[src/shared/rate_gen_pkg.sv]
/*
  constants for the serial port rate generator: register byte offsets,
  field positions, reset values, write masks and prescale factors.
  assumes a 32-bit axi4-lite register bus, one aligned word per register.
*/
`default_nettype none
package rate_gen_pkg;
  // ---------------------------------------------------------------
  // register byte offsets
  // ---------------------------------------------------------------
  localparam int          ADDR_W           = 8;
  localparam logic [7:0]  OFS_TX_CTRL      = 8'h00;
  localparam logic [7:0]  OFS_RX_CTRL      = 8'h04;
  localparam logic [7:0]  OFS_RATE_CTRL    = 8'h08;
  localparam logic [7:0]  OFS_DIV_HIGH     = 8'h0c;
  localparam logic [7:0]  OFS_DIV_LOW      = 8'h10;
  localparam logic [7:0]  OFS_STATUS       = 8'h14;
  // ---------------------------------------------------------------
  // field positions
  // ---------------------------------------------------------------
  localparam int          SYNC_BIT         = 4;
  localparam int          HIGH_SPEED_BIT   = 2;
  localparam int          PORT_ENABLE_BIT  = 7;
  localparam int          WIDE_DIV_BIT     = 3;
  // ---------------------------------------------------------------
  // write masks, read-only values and reset values
  // ---------------------------------------------------------------
  localparam logic [7:0]  TX_WR_MASK       = 8'hfd;
  localparam logic [7:0]  TX_RO_VALUE      = 8'h02;
  localparam logic [7:0]  RX_WR_MASK       = 8'hf8;
  localparam logic [7:0]  RX_RO_VALUE      = 8'h00;
  localparam logic [7:0]  RC_WR_MASK       = 8'h9b;
  localparam logic [7:0]  RC_RO_VALUE      = 8'h40;
  localparam logic [7:0]  REG_RESET        = 8'h00;
  // ---------------------------------------------------------------
  // prescale factors and sampling
  // ---------------------------------------------------------------
  localparam logic [6:0]  PRESCALE_SLOW    = 7'h40;
  localparam logic [6:0]  PRESCALE_MID     = 7'h10;
  localparam logic [6:0]  PRESCALE_FAST    = 7'h04;
  localparam logic [2:0]  SAMPLE_IDLE      = 3'h7;
  localparam logic [1:0]  RESP_OKAY        = 2'h0;
  localparam logic [1:0]  RESP_SLVERR      = 2'h2;
endpackage
`default_nettype wire

[src/logic/serial_baud_rate_generator.sv]
/*
  baud rate generator of the enhanced serial port, with its control
  registers behind an axi4-lite slave and the receive-pin majority
  sampler. assumes one clock, aclk, standing in for the device clock.
*/

// Notes on behaviour
// - async, 8-bit divisor, low speed: bit period is 64 times divisor plus one.
// - async, 8-bit divisor, high speed: bit period is 16 times divisor plus one.
// - async, 16-bit divisor, low speed: bit period is 16 times divisor plus one.
// - sync, 8-bit divisor: period 4 times divisor plus one, high speed ignored.
// - divisor is high byte above low byte.
// - high and low divisor bytes are separate registers.
// - receive level is the majority of three samples.
// - 8-bit divisor by default; wide select enables high byte.
// - any divisor write clears the rate counters at once.
`timescale 1ns/1ps
`default_nettype none
module serial_baud_rate_generator (
  // clock and reset
  input  wire logic                             aclk,
  input  wire logic                             aresetn,
  // axi4-lite write address
  input  wire logic [rate_gen_pkg::ADDR_W-1:0]  s_axi_awaddr,
  input  wire logic                             s_axi_awvalid,
  output var  logic                             s_axi_awready,
  // axi4-lite write data
  input  wire logic [31:0]                      s_axi_wdata,
  input  wire logic [3:0]                       s_axi_wstrb,
  input  wire logic                             s_axi_wvalid,
  output var  logic                             s_axi_wready,
  // axi4-lite write response
  output var  logic [1:0]                       s_axi_bresp,
  output var  logic                             s_axi_bvalid,
  input  wire logic                             s_axi_bready,
  // axi4-lite read address
  input  wire logic [rate_gen_pkg::ADDR_W-1:0]  s_axi_araddr,
  input  wire logic                             s_axi_arvalid,
  output var  logic                             s_axi_arready,
  // axi4-lite read data
  output var  logic [31:0]                      s_axi_rdata,
  output var  logic [1:0]                       s_axi_rresp,
  output var  logic                             s_axi_rvalid,
  input  wire logic                             s_axi_rready,
  // serial side
  input  wire logic                             rx_pin,
  output var  logic                             rx_level,
  // rate outputs
  output var  logic                             rate_tick,
  output var  logic                             bit_tick,
  output var  logic                             sync_mode,
  output var  logic                             port_enable
);
  import rate_gen_pkg::*;

  // ---------------------------------------------------------------
  // declarations
  // ---------------------------------------------------------------
  logic [7:0]        tx_ctrl_r;
  logic [7:0]        rx_ctrl_r;
  logic [7:0]        rate_ctrl_r;
  logic [7:0]        div_high_r;
  logic [7:0]        div_low_r;
  logic [ADDR_W-1:0] awaddr_r;
  logic [7:0]        wbyte_r;
  logic              wlane_r;
  logic              aw_full_r;
  logic              w_full_r;
  logic [15:0]       div_cnt_r;
  logic [15:0]       div_cnt_nxt;
  logic [6:0]        pre_cnt_r;
  logic [6:0]        pre_cnt_nxt;
  logic              voted_level;

  // ---------------------------------------------------------------
  // write decode
  // ---------------------------------------------------------------
  wire       aw_take   = s_axi_awvalid & s_axi_awready;
  wire       w_take    = s_axi_wvalid & s_axi_wready;
  wire       wr_fire   = aw_full_r & w_full_r & ~s_axi_bvalid;
  wire       b_done    = s_axi_bvalid & s_axi_bready;
  wire       wr_lane   = wr_fire & wlane_r;
  wire       sel_tx    = (awaddr_r == OFS_TX_CTRL);
  wire       sel_rx    = (awaddr_r == OFS_RX_CTRL);
  wire       sel_rc    = (awaddr_r == OFS_RATE_CTRL);
  wire       sel_dh    = (awaddr_r == OFS_DIV_HIGH);
  wire       sel_dl    = (awaddr_r == OFS_DIV_LOW);
  wire       sel_st    = (awaddr_r == OFS_STATUS);
  wire       wr_mapped = sel_tx | sel_rx | sel_rc | sel_dh | sel_dl | sel_st;
  wire       wr_tx     = wr_lane & sel_tx;
  wire       wr_rx     = wr_lane & sel_rx;
  wire       wr_rc     = wr_lane & sel_rc;
  wire       wr_dh     = wr_lane & sel_dh;
  wire       wr_dl     = wr_lane & sel_dl;
  wire       div_write = wr_dh | wr_dl;

  // ---------------------------------------------------------------
  // write channels
  // ---------------------------------------------------------------
  always_ff @(posedge aclk) begin
    if (!aresetn) begin
      s_axi_awready <= 1'b0;
      s_axi_wready  <= 1'b0;
      aw_full_r     <= 1'b0;
      w_full_r      <= 1'b0;
      awaddr_r      <= '0;
      wbyte_r       <= REG_RESET;
      wlane_r       <= 1'b0;
    end else begin
      if (aw_take) begin
        awaddr_r <= s_axi_awaddr;
      end
      if (w_take) begin
        wbyte_r <= s_axi_wdata[7:0];
        wlane_r <= s_axi_wstrb[0];
      end
      aw_full_r     <= (aw_full_r | aw_take) & ~b_done;
      w_full_r      <= (w_full_r | w_take) & ~b_done;
      s_axi_awready <= ~(aw_full_r | aw_take) | b_done;
      s_axi_wready  <= ~(w_full_r | w_take) | b_done;
    end
  end

  always_ff @(posedge aclk) begin
    if (!aresetn) begin
      s_axi_bvalid <= 1'b0;
      s_axi_bresp  <= RESP_OKAY;
    end else if (wr_fire) begin
      s_axi_bvalid <= 1'b1;
      s_axi_bresp  <= wr_mapped ? RESP_OKAY : RESP_SLVERR;
    end else if (b_done) begin
      s_axi_bvalid <= 1'b0;
    end
  end

  // ---------------------------------------------------------------
  // control registers
  // ---------------------------------------------------------------
  always_ff @(posedge aclk) begin
    if (!aresetn) begin
      tx_ctrl_r   <= REG_RESET;
      rx_ctrl_r   <= REG_RESET;
      rate_ctrl_r <= REG_RESET;
    end else begin
      if (wr_tx) begin
        tx_ctrl_r <= wbyte_r & TX_WR_MASK;
      end
      if (wr_rx) begin
        rx_ctrl_r <= wbyte_r & RX_WR_MASK;
      end
      if (wr_rc) begin
        rate_ctrl_r <= wbyte_r & RC_WR_MASK;
      end
    end
  end

  always_ff @(posedge aclk) begin
    if (!aresetn) begin
      div_high_r <= REG_RESET;
      div_low_r  <= REG_RESET;
    end else begin
      if (wr_dh) begin
        div_high_r <= wbyte_r;
      end
      if (wr_dl) begin
        div_low_r <= wbyte_r;
      end
    end
  end

  always_ff @(posedge aclk) begin
    if (!aresetn) begin
      sync_mode   <= 1'b0;
      port_enable <= 1'b0;
    end else begin
      sync_mode   <= tx_ctrl_r[SYNC_BIT];
      port_enable <= rx_ctrl_r[PORT_ENABLE_BIT];
    end
  end

  // ---------------------------------------------------------------
  // prescale and divisor selection
  // ---------------------------------------------------------------
  wire        is_sync  = tx_ctrl_r[SYNC_BIT];
  wire        is_fast  = tx_ctrl_r[HIGH_SPEED_BIT];
  wire        is_wide  = rate_ctrl_r[WIDE_DIV_BIT];
  wire [15:0] divisor  = is_wide ? {div_high_r, div_low_r} : {8'h00, div_low_r};
  wire        use_slow = ~is_sync & ~is_wide & ~is_fast;
  wire        use_mid  = ~is_sync & (is_wide ^ is_fast);
  wire [6:0]  prescale = use_slow ? PRESCALE_SLOW :
                         use_mid  ? PRESCALE_MID  : PRESCALE_FAST;
  wire [6:0]  pre_last = prescale - 7'h01;

  // ---------------------------------------------------------------
  // rate counters
  // ---------------------------------------------------------------
  wire div_wrap = (div_cnt_r >= divisor);
  wire pre_wrap = div_wrap & (pre_cnt_r >= pre_last);

  always_comb begin
    div_cnt_nxt = div_wrap ? 16'h0000 : div_cnt_r + 16'h0001;
    pre_cnt_nxt = pre_cnt_r;
    if (div_wrap) begin
      pre_cnt_nxt = pre_wrap ? 7'h00 : pre_cnt_r + 7'h01;
    end
    if (div_write) begin
      div_cnt_nxt = 16'h0000;
      pre_cnt_nxt = 7'h00;
    end
  end

  always_ff @(posedge aclk) begin
    if (!aresetn) begin
      div_cnt_r <= 16'h0000;
      pre_cnt_r <= 7'h00;
      rate_tick <= 1'b0;
      bit_tick  <= 1'b0;
    end else begin
      div_cnt_r <= div_cnt_nxt;
      pre_cnt_r <= pre_cnt_nxt;
      rate_tick <= div_wrap & ~div_write;
      bit_tick  <= pre_wrap & ~div_write;
    end
  end

  // ---------------------------------------------------------------
  // receive sampling
  // ---------------------------------------------------------------
  // vote on each rate tick
  majority_sampler u_sampler (
    .aclk      (aclk),
    .aresetn   (aresetn),
    .rx_pin    (rx_pin),
    .sample_en (rate_tick),
    .level     (voted_level)
  );

  always_ff @(posedge aclk) begin
    if (!aresetn) begin
      rx_level <= 1'b1;
    end else begin
      rx_level <= voted_level;
    end
  end

  // ---------------------------------------------------------------
  // read decode
  // ---------------------------------------------------------------
  wire        ar_take   = s_axi_arvalid & s_axi_arready;
  wire        r_done    = s_axi_rvalid & s_axi_rready;
  wire        rd_tx     = (s_axi_araddr == OFS_TX_CTRL);
  wire        rd_rx     = (s_axi_araddr == OFS_RX_CTRL);
  wire        rd_rc     = (s_axi_araddr == OFS_RATE_CTRL);
  wire        rd_dh     = (s_axi_araddr == OFS_DIV_HIGH);
  wire        rd_dl     = (s_axi_araddr == OFS_DIV_LOW);
  wire        rd_st     = (s_axi_araddr == OFS_STATUS);
  wire        rd_mapped = rd_tx | rd_rx | rd_rc | rd_dh | rd_dl | rd_st;
  wire [7:0]  status    = {pre_cnt_r, voted_level};
  wire [7:0]  rd_byte   = ({8{rd_tx}} & (tx_ctrl_r | TX_RO_VALUE))   |
                          ({8{rd_rx}} & (rx_ctrl_r | RX_RO_VALUE))   |
                          ({8{rd_rc}} & (rate_ctrl_r | RC_RO_VALUE)) |
                          ({8{rd_dh}} & div_high_r)                  |
                          ({8{rd_dl}} & div_low_r)                   |
                          ({8{rd_st}} & status);

  // ---------------------------------------------------------------
  // read channels
  // ---------------------------------------------------------------
  always_ff @(posedge aclk) begin
    if (!aresetn) begin
      s_axi_arready <= 1'b0;
      s_axi_rvalid  <= 1'b0;
      s_axi_rdata   <= 32'h0000_0000;
      s_axi_rresp   <= RESP_OKAY;
    end else begin
      if (ar_take) begin
        s_axi_rvalid  <= 1'b1;
        s_axi_rdata   <= {24'h00_0000, rd_byte};
        s_axi_rresp   <= rd_mapped ? RESP_OKAY : RESP_SLVERR;
        s_axi_arready <= 1'b0;
      end else if (r_done) begin
        s_axi_rvalid  <= 1'b0;
        s_axi_arready <= 1'b1;
      end else begin
        s_axi_arready <= ~s_axi_rvalid;
      end
    end
  end
endmodule // serial_baud_rate_generator
`default_nettype wire

[src/logic/majority_sampler.sv]
/*
  receive pin synchroniser and three-sample majority vote.
  assumes the pin is asynchronous to aclk and sample_en is a one-cycle
  pulse on aclk.
*/
`timescale 1ns/1ps
`default_nettype none
module majority_sampler (
  // clock and reset
  input  wire logic aclk,
  input  wire logic aresetn,
  // pin and sampling strobe
  input  wire logic rx_pin,
  input  wire logic sample_en,
  // voted level
  output var  logic level
);
  import rate_gen_pkg::*;

  logic       sync1_r;
  logic       sync2_r;
  logic       sync3_r;
  logic       stable_r;
  logic [2:0] samp_r;
  logic       vote;

  // ---------------------------------------------------------------
  // three-stage synchroniser
  // ---------------------------------------------------------------
  always_ff @(posedge aclk) begin
    if (!aresetn) begin
      sync1_r  <= 1'b1;
      sync2_r  <= 1'b1;
      sync3_r  <= 1'b1;
      stable_r <= 1'b1;
    end else begin
      sync1_r <= rx_pin;
      sync2_r <= sync1_r;
      sync3_r <= sync2_r;
      if (sync2_r == sync3_r) begin
        stable_r <= sync3_r;
      end
    end
  end

  // ---------------------------------------------------------------
  // majority vote
  // ---------------------------------------------------------------
  // two of three
  assign vote = (samp_r[0] & samp_r[1]) | (samp_r[1] & samp_r[2]) |
                (samp_r[0] & samp_r[2]);

  always_ff @(posedge aclk) begin
    if (!aresetn) begin
      samp_r <= SAMPLE_IDLE;
      level  <= 1'b1;
    end else begin
      if (sample_en) begin
        samp_r <= {samp_r[1:0], stable_r};
      end
      level <= vote;
    end
  end
endmodule // majority_sampler
`default_nettype wire

[config.mk]
export PLATFORM = sky130hd
export DESIGN_NAME = serial_baud_rate_generator
export DESIGN_NICKNAME = d
export VERILOG_FILES = /design/src/shared/rate_gen_pkg.sv /design/src/logic/serial_baud_rate_generator.sv /design/src/logic/majority_sampler.sv
export SDC_FILE = /design/constraint.sdc
export NUM_CORES = 1
export LEC_CHECK = 0
export ABC_CLOCK_PERIOD_IN_PS = 5300
export BUFFER_PORTS_ARGS = -buffer_cell sky130_fd_sc_hd__buf_2
export CORE_MARGIN = 2
export CORE_UTILIZATION = 60
export CTS_BUF_LIST = sky130_fd_sc_hd__clkbuf_2 sky130_fd_sc_hd__clkbuf_4 sky130_fd_sc_hd__clkbuf_8
export CTS_CLUSTER_DIAMETER = 100
export CTS_CLUSTER_SIZE = 28
export DETAILED_ROUTE_END_ITERATION = 8
export PLACE_DENSITY_LB_ADDON = 0.05
export SYNTH_ARGS = -nofsm -noshare
export SYNTH_HDL_FRONTEND = slang
export SYNTH_SLANG_ARGS = --single-unit
[constraint.sdc]
create_clock -name aclk -period 5.3 [get_ports aclk]
set_clock_uncertainty 0.05 [all_clocks]
set_input_delay 0.265 -clock aclk [delete_from_list [all_inputs] [get_ports aclk]]
set_output_delay 0.265 -clock aclk [all_outputs]
set_load 0.01 [all_outputs]
# After elaboration in Yosys (flattened, before gate mapping)

Cells that the tools add are included.

Bits in registers: 105
Bits of input ports: 60
Output and inout bits: 46
Logic and storage cells: 128

Add/sub/neg operators: 3
Magnitude comparators: 2
Equal/unequal tests: 11
Mux-type cells: 11
Bitwise gates (word level): 63
Reductions and logical operators: 7

Operator list:

| cell                                                                | number |
|---|---|
| 8-bit bitwise AND                                                   | 6 |
| 8-bit bitwise OR                                                    | 5 |
| 8-bit by 4-bit == test with 1-bit output (second input constant)    | 4 |
| 8-bit by 5-bit == test with 1-bit output (second input constant)    | 4 |
| 1-bit bitwise AND                                                   | 24 |
| 1-bit bitwise OR                                                    | 17 |
| 16-bit by 1-bit adder with 16-bit output (second input constant)    | 1 |
| 8-bit by 3-bit == test with 1-bit output (second input constant)    | 2 |
| 16-bit >= comparator                                                | 1 |
| 8-bit zero test                                                     | 2 |
| 16-bit two-way mux                                                  | 1 |
| 7-bit two-way mux                                                   | 2 |
| 1-bit inverter                                                      | 10 |
| 7-bit by 1-bit adder with 7-bit output (second input constant)      | 1 |
| 7-bit >= comparator                                                 | 1 |
| 7-bit by 1-bit subtractor with 7-bit output (second input constant) | 1 |
| 1-bit two-way mux                                                   | 5 |
| 5-bit two-way mux                                                   | 1 |
| 2-bit two-way mux                                                   | 2 |
| 2-bit nonzero test                                                  | 2 |
| 2-bit OR reduction                                                  | 2 |
| 3-bit OR reduction                                                  | 1 |
| 1-bit == test                                                       | 1 |
| 1-bit XOR                                                           | 1 |

# Longest topological paths before layout

Depth after elaboration: 8
Gate-level depth with buffers: 9
Mapped depth without buffers: 7

# Modules after synthesis

From an unflattened synthesis, not the netlist that was laid out.

Cell total of the unflattened synthesis: 582
Area, all modules: 5116.2 um^2

Modules (own cells, without submodules):

| module                     | instances | cells each | area an instance (um^2) |
|---|---|---|---|
| serial_baud_rate_generator | 1         | 559        | 4868.4 |
| majority_sampler           | 1         | 23         | 247.7 |

# Least setup slack after synthesis

Ideal clock, no wire load.

Path kind: flip-flop to flip-flop
From: reg rate_ctrl_r[3]
To: reg div_cnt_r[10]
Arrival time: 2.267 ns
Data required time: 5.133 ns
Slack: 2.865 ns
Stages on the path, launching flop included: 10
Buffers on the path: 2
Period minus slack after synthesis: 2.435 ns
Path through: dfxtp_1 > clkbuf_1 > nand2_1 > ha_1 > and4_1 > nor3b_1 > a31oi_1 > nand3_1 > buf_2 > nor2_1

Word-level cells in the longest chain between the ends: 3

Ends and longest elaborated chain:

| item                         | RTL line                          | source |
|---|---|---|
| start, declared              | serial_baud_rate_generator.sv:61  | `logic [7:0] rate_ctrl_r;` |
| start signal, assigned       | serial_baud_rate_generator.sv:152 | `rate_ctrl_r <= wbyte_r & RC_WR_MASK;` |
| 16-bit two-way mux           | serial_baud_rate_generator.sv:187 | `wire [15:0] divisor = is_wide ? {div_high_r, div_low_r} : {8'h00, div_low_r};` |
| 16-bit >= comparator         | serial_baud_rate_generator.sv:197 | `wire div_wrap = (div_cnt_r >= divisor);` |
| 3-bit OR reduction (no line) | -                                 |  |
| end signal, assigned         | serial_baud_rate_generator.sv:219 | `div_cnt_r <= div_cnt_nxt;` |
| end, declared                | serial_baud_rate_generator.sv:69  | `logic [15:0] div_cnt_r;` |

Every way passes these cells.
A chain may end at the register's enable or synchronous reset.

# Worst setup path in the final report

From: reg rate_ctrl_r[3]
To: reg div_cnt_r[9]

The elaborated chain is that of the path after synthesis.

==> metrics.txt <==
# TYPE chip_impl_metric gauge
chip_impl_metric{name="drc_errors",unit=""} 0
chip_impl_metric{name="syn2layout_area_growth",unit="%"} 8.013
chip_impl_metric{name="synth-edff-count",unit=""} 0
chip_impl_metric{name="relSlewSlack",unit=""} 0.2809
chip_impl_info{name="status",value="complete, no violations"} 1
chip_impl_metric{name="worst_r2r_path_depth",unit=""} 7
chip_impl_metric{name="avgSynthCellArea",unit="um2"} 8.911
chip_impl_info{name="startpoint_type_of_the_worst_setup_path",value="flip-flop"} 1
chip_impl_metric{name="power.sequential.fraction",unit=""} 0.588
chip_impl_metric{name="worstPathMaxFanout",unit=""} 15
chip_impl_metric{name="iteration_count_of_the_initial_detailed_routing_pass",unit=""} 5
chip_impl_metric{name="cts.htree.levels",unit=""} 3
chip_impl_metric{name="final_period_minus_worst_setup_slack",unit="ps"} 3106
chip_impl_metric{name="die_height",unit="um"} 95.69
chip_impl_info{name="tritoncts",value="built"} 1
chip_impl_info{name="worst-setup-path-type",value="flip-flop to flip-flop"} 1
chip_impl_metric{name="timing.critical_path.arrival",unit="ps"} 3350
chip_impl_info{name="post-synth-top-count-cell",value="sky130_fd_sc_hd__dfxtp_1"} 1
chip_impl_metric{name="finalNonFillerCells",unit=""} 717
chip_impl_metric{name="final_layout_size_suffix_gt1_frac",unit=""} 0.1422
chip_impl_metric{name="fmax",unit="GHz"} 0.3219
chip_impl_metric{name="n_fill_cell",unit=""} 696
chip_impl_metric{name="overflow",unit=""} 0
chip_impl_metric{name="seq_area_frac_synth",unit=""} 0.4088
chip_impl_metric{name="worstHoldPathCells",unit=""} 2
chip_impl_metric{name="routed-via-count",unit=""} 4029
chip_impl_metric{name="hold_violations",unit=""} 0
chip_impl_metric{name="synth.yosys.warnings",unit=""} 0
chip_impl_metric{name="slew_viol_final",unit=""} 0
chip_impl_metric{name="antenna-diode-count",unit=""} 0
chip_impl_metric{name="power.net_switching",unit="mW"} 0.3671
chip_impl_info{name="worst_hold_startpoint",value="rx_pin"} 1
chip_impl_info{name="r2r-start",value="rate_ctrl_r[3]$_SDFFE_PN0P_"} 1
chip_impl_metric{name="ratio_of_final_minimum_period_to_clock_period",unit=""} 0.5861
chip_impl_metric{name="vias_per_cell",unit=""} 5.619
chip_impl_metric{name="vias_in_the_first_global_route",unit=""} 3475
chip_impl_info{name="crit-reg2reg-capture",value="div_cnt_r[9]$_SDFF_PP0_"} 1
chip_impl_info{name="worstHoldPathType",value="input pin to flip-flop"} 1
chip_impl_metric{name="synthesis.instances",unit=""} 566
chip_impl_metric{name="r2r_setup_slack",unit="ps"} 2190
chip_impl_metric{name="irDropWorstVdd",unit="V"} 0.0001962
chip_impl_metric{name="cts_hold_repair.buffers",unit=""} 0
chip_impl_metric{name="netlist_area",unit="um2"} 5044
chip_impl_metric{name="design_power_total",unit="mW"} 1.379
chip_impl_metric{name="clk-insertion-delay-late",unit="ps"} 370
chip_impl_metric{name="initial_utilization",unit=""} 0.6169
chip_impl_metric{name="post_cts.repair.setup_buffers",unit=""} 0
chip_impl_metric{name="gp_congestion",unit=""} 0.9045
chip_impl_metric{name="cell_internal_pwr",unit="mW"} 1.012
chip_impl_metric{name="clock_sinks",unit=""} 103
chip_impl_metric{name="dpl.hpwl",unit="mm"} 7.755
chip_impl_metric{name="die_area",unit="um2"} 9156
chip_impl_metric{name="synth-seq-cells",unit=""} 103
chip_impl_metric{name="timing.setup.tns",unit="ps"} 0
chip_impl_metric{name="drv.max_cap_violation_count",unit=""} 0
chip_impl_metric{name="global_route.usage.total",unit=""} 0.2357
chip_impl_metric{name="tightestPinTransition",unit="ps"} 1079
chip_impl_metric{name="rows",unit=""} 33
chip_impl_metric{name="placed_instances",unit=""} 701
chip_impl_metric{name="ctsLongestPathBuffers",unit=""} 2
chip_impl_metric{name="synthArstFlopShare",unit=""} 0
chip_impl_metric{name="setup_viol",unit=""} 0
chip_impl_metric{name="grt_first_pass_wirelength",unit="mm"} 16.68
chip_impl_metric{name="numCtsBuffers",unit=""} 9
chip_impl_metric{name="worst_ep_required_time",unit="ps"} 5540
chip_impl_metric{name="switching_share",unit=""} 0.2661
chip_impl_metric{name="port_buffers",unit=""} 52
chip_impl_metric{name="synthDistinctLibCells",unit=""} 53
chip_impl_metric{name="fp.coreArea",unit="um2"} 8175
chip_impl_metric{name="maximum_number_of_pins_on_one_net_before_global_route_repair",unit=""} 79
chip_impl_info{name="clock_tree.root_cell",value="sky130_fd_sc_hd__clkbuf_8"} 1
chip_impl_info{name="synth_largest_area_cell",value="sky130_fd_sc_hd__dfxtp_1"} 1
chip_impl_metric{name="totalWireLength",unit="mm"} 10.52
chip_impl_metric{name="drtIter0Drc",unit=""} 235
chip_impl_metric{name="fp.dieW",unit="um"} 95.69
chip_impl_metric{name="routed_wire_per_std_cell",unit="um"} 14.67
chip_impl_metric{name="synth_top_area_share",unit=""} 0.4088
chip_impl_metric{name="clk_pin_slew_worst_paths",unit="ps"} 100
chip_impl_metric{name="clockPowerShare",unit=""} 0.341
chip_impl_info{name="synth.top_cells.by_area",value="sky130_fd_sc_hd__dfxtp_1 41%, sky130_fd_sc_hd__mux2i_1 6.0%, sky130_fd_sc_hd__ha_1 5.2%"} 1
chip_impl_info{name="synth_commonest_cells",value="103 x sky130_fd_sc_hd__dfxtp_1, 64 x sky130_fd_sc_hd__nand2_1, 40 x sky130_fd_sc_hd__nor2_1, 36 x sky130_fd_sc_hd__nand3_1, 30 x sky130_fd_sc_hd__mux2i_1"} 1
chip_impl_info{name="synth-main-ff-cell",value="sky130_fd_sc_hd__dfxtp_1"} 1
chip_impl_info{name="critPathCaptureType",value="flip-flop"} 1
chip_impl_info{name="grt_setup_unrepaired",value="no"} 1
chip_impl_info{name="worst_hold_path.endpoint",value="u_sampler.sync1_r$_SDFF_PN1_"} 1
chip_impl_metric{name="leakage",unit="nW"} 2.253
chip_impl_metric{name="top_level_ports",unit=""} 106
chip_impl_metric{name="power_frac_comb",unit=""} 0.071
chip_impl_metric{name="post_cts.resized_instances",unit=""} 0
chip_impl_metric{name="layout.nets",unit=""} 688
chip_impl_metric{name="total_power_divided_by_cell_area",unit="nW/um2"} 253.2
chip_impl_metric{name="final_antenna_net_count",unit=""} 0
chip_impl_metric{name="grt_antenna_before_repair",unit=""} 0
-- sequential cells by signal (all words and copies together), names as in the netlist, 7 cells and up --
signal / count
awaddr_r: 8
div_cnt_r: 16
div_high_r: 8
div_low_r: 8
pre_cnt_r: 7
s_axi_rdata: 8
tx_ctrl_r: 7
wbyte_r: 8
-- worst max-delay path, cell delays in order (launching register included) --
cell	delay (ps)
sky130_fd_sc_hd__dfxtp_1	600
sky130_fd_sc_hd__nand2_1	110
sky130_fd_sc_hd__ha_1	300
sky130_fd_sc_hd__and4_1	240
sky130_fd_sc_hd__nor3b_1	190
sky130_fd_sc_hd__a31oi_1	640
sky130_fd_sc_hd__nand3_1	630
sky130_fd_sc_hd__nor2_1	260
-- cell families after synthesis --
group,share of synthesized area
muxes,0.07517
and+or+nand+nor,0.2300
buffers and inverters,0.06772
adders and majority gates,0.05210
xor gates and xnor gates,0.02431
DFF,0.4088
other,0.001489
AOI/OAI and AO/OA,0.1404
-- cell usage in the layout (no fill, tap or decap), types with 6 or more instances in the layout --
| master | Yosys | routed |
|---|---|---|
| sky130_fd_sc_hd__xor2_1 | 7 | 7 |
| sky130_fd_sc_hd__a21oi_1 | 24 | 24 |
| sky130_fd_sc_hd__nor2_1 | 40 | 40 |
| sky130_fd_sc_hd__dfxtp_1 | 103 | 103 |
| sky130_fd_sc_hd__nand2_1 | 64 | 64 |
| sky130_fd_sc_hd__nand4_1 | 9 | 9 |
| sky130_fd_sc_hd__nand3_1 | 36 | 36 |
| sky130_fd_sc_hd__clkbuf_8 | 0 | 9 |
| sky130_fd_sc_hd__o21ai_0 | 18 | 18 |
| sky130_fd_sc_hd__nor2b_1 | 29 | 29 |
| sky130_fd_sc_hd__buf_2 | 3 | 52 |
| sky130_fd_sc_hd__conb_1 | 2 | 27 |
| sky130_fd_sc_hd__xnor2_1 | 7 | 7 |
| sky130_fd_sc_hd__ha_1 | 21 | 21 |
| sky130_fd_sc_hd__mux2i_1 | 30 | 30 |
| sky130_fd_sc_hd__o21a_1 | 6 | 6 |
| sky130_fd_sc_hd__a22oi_1 | 6 | 6 |
| sky130_fd_sc_hd__a21boi_0 | 24 | 24 |
| sky130_fd_sc_hd__inv_1 | 13 | 13 |
-- power groups by stage --
stage	Sequential [mW]	Clock (mW)	Combinational, mW
after detailed placement	0.829	0	0.0980
after global placement	0.828	0	0.0960
after CTS	0.811	0.478	0.0982
after global routing	0.814	0.509	0.111
final	0.811	0.471	0.0978
after floorplan	0.825	0	0.0814
-- area by class of cell --
class / count / area [um2] / area share
repair buffers: 55 / 282.8 / 0.05191
well taps: 105 / 131.4 / 0.02412
multi-input cells: 425 / 2734 / 0.5018
flip-flops and latches: 103 / 2062 / 0.3785
clock buffers: 9 / 123.9 / 0.02274
clock inverters: 7 / 65.06 / 0.01194
inverters: 13 / 48.80 / 0.008957
-- how the worst max path moves through the flow --
stage	start	endpoint	slack (ps)	depth (start not counted)
floorplan	rate_ctrl_r[3]$_SDFFE_PN0P_	div_cnt_r[10]$_SDFF_PP0_	2870	9
global placement	rate_ctrl_r[3]$_SDFFE_PN0P_	div_cnt_r[15]$_SDFF_PP0_	2360	7
detailed placement	rate_ctrl_r[3]$_SDFFE_PN0P_	div_cnt_r[3]$_SDFF_PP0_	2220	7
CTS	rate_ctrl_r[3]$_SDFFE_PN0P_	div_cnt_r[9]$_SDFF_PP0_	2180	7
global route	rate_ctrl_r[3]$_SDFFE_PN0P_	div_cnt_r[9]$_SDFF_PP0_	2000	7
finish	rate_ctrl_r[3]$_SDFFE_PN0P_	div_cnt_r[9]$_SDFF_PP0_	2190	7
-- through the flow --
stage | worst slack, ps | area, um2 | hold slack (ps) | utilization
after floorplan | 2865 | 5137 | 316.5 | -
after global placement | 2357 | 5259 | 341.4 | 0.6433
after detailed placement | 2224 | 5259 | 349.4 | 0.6433
after CTS | 2180 | 5448 | 24.38 | 0.6664
after global routing | 1998 | 5448 | 37.45 | 0.6664
final | 2194 | 5448 | 30.81 | 0.6664
-- metal layers --
layer	routed length, um	GRT usage	share of wire
met5	0	0	0
met1	4713	0.3033	0.45
met2	5068	0.3893	0.48
met4	249	0.09405	0.024
met3	484	0.04427	0.046
(Power assumes the default switching activity.)
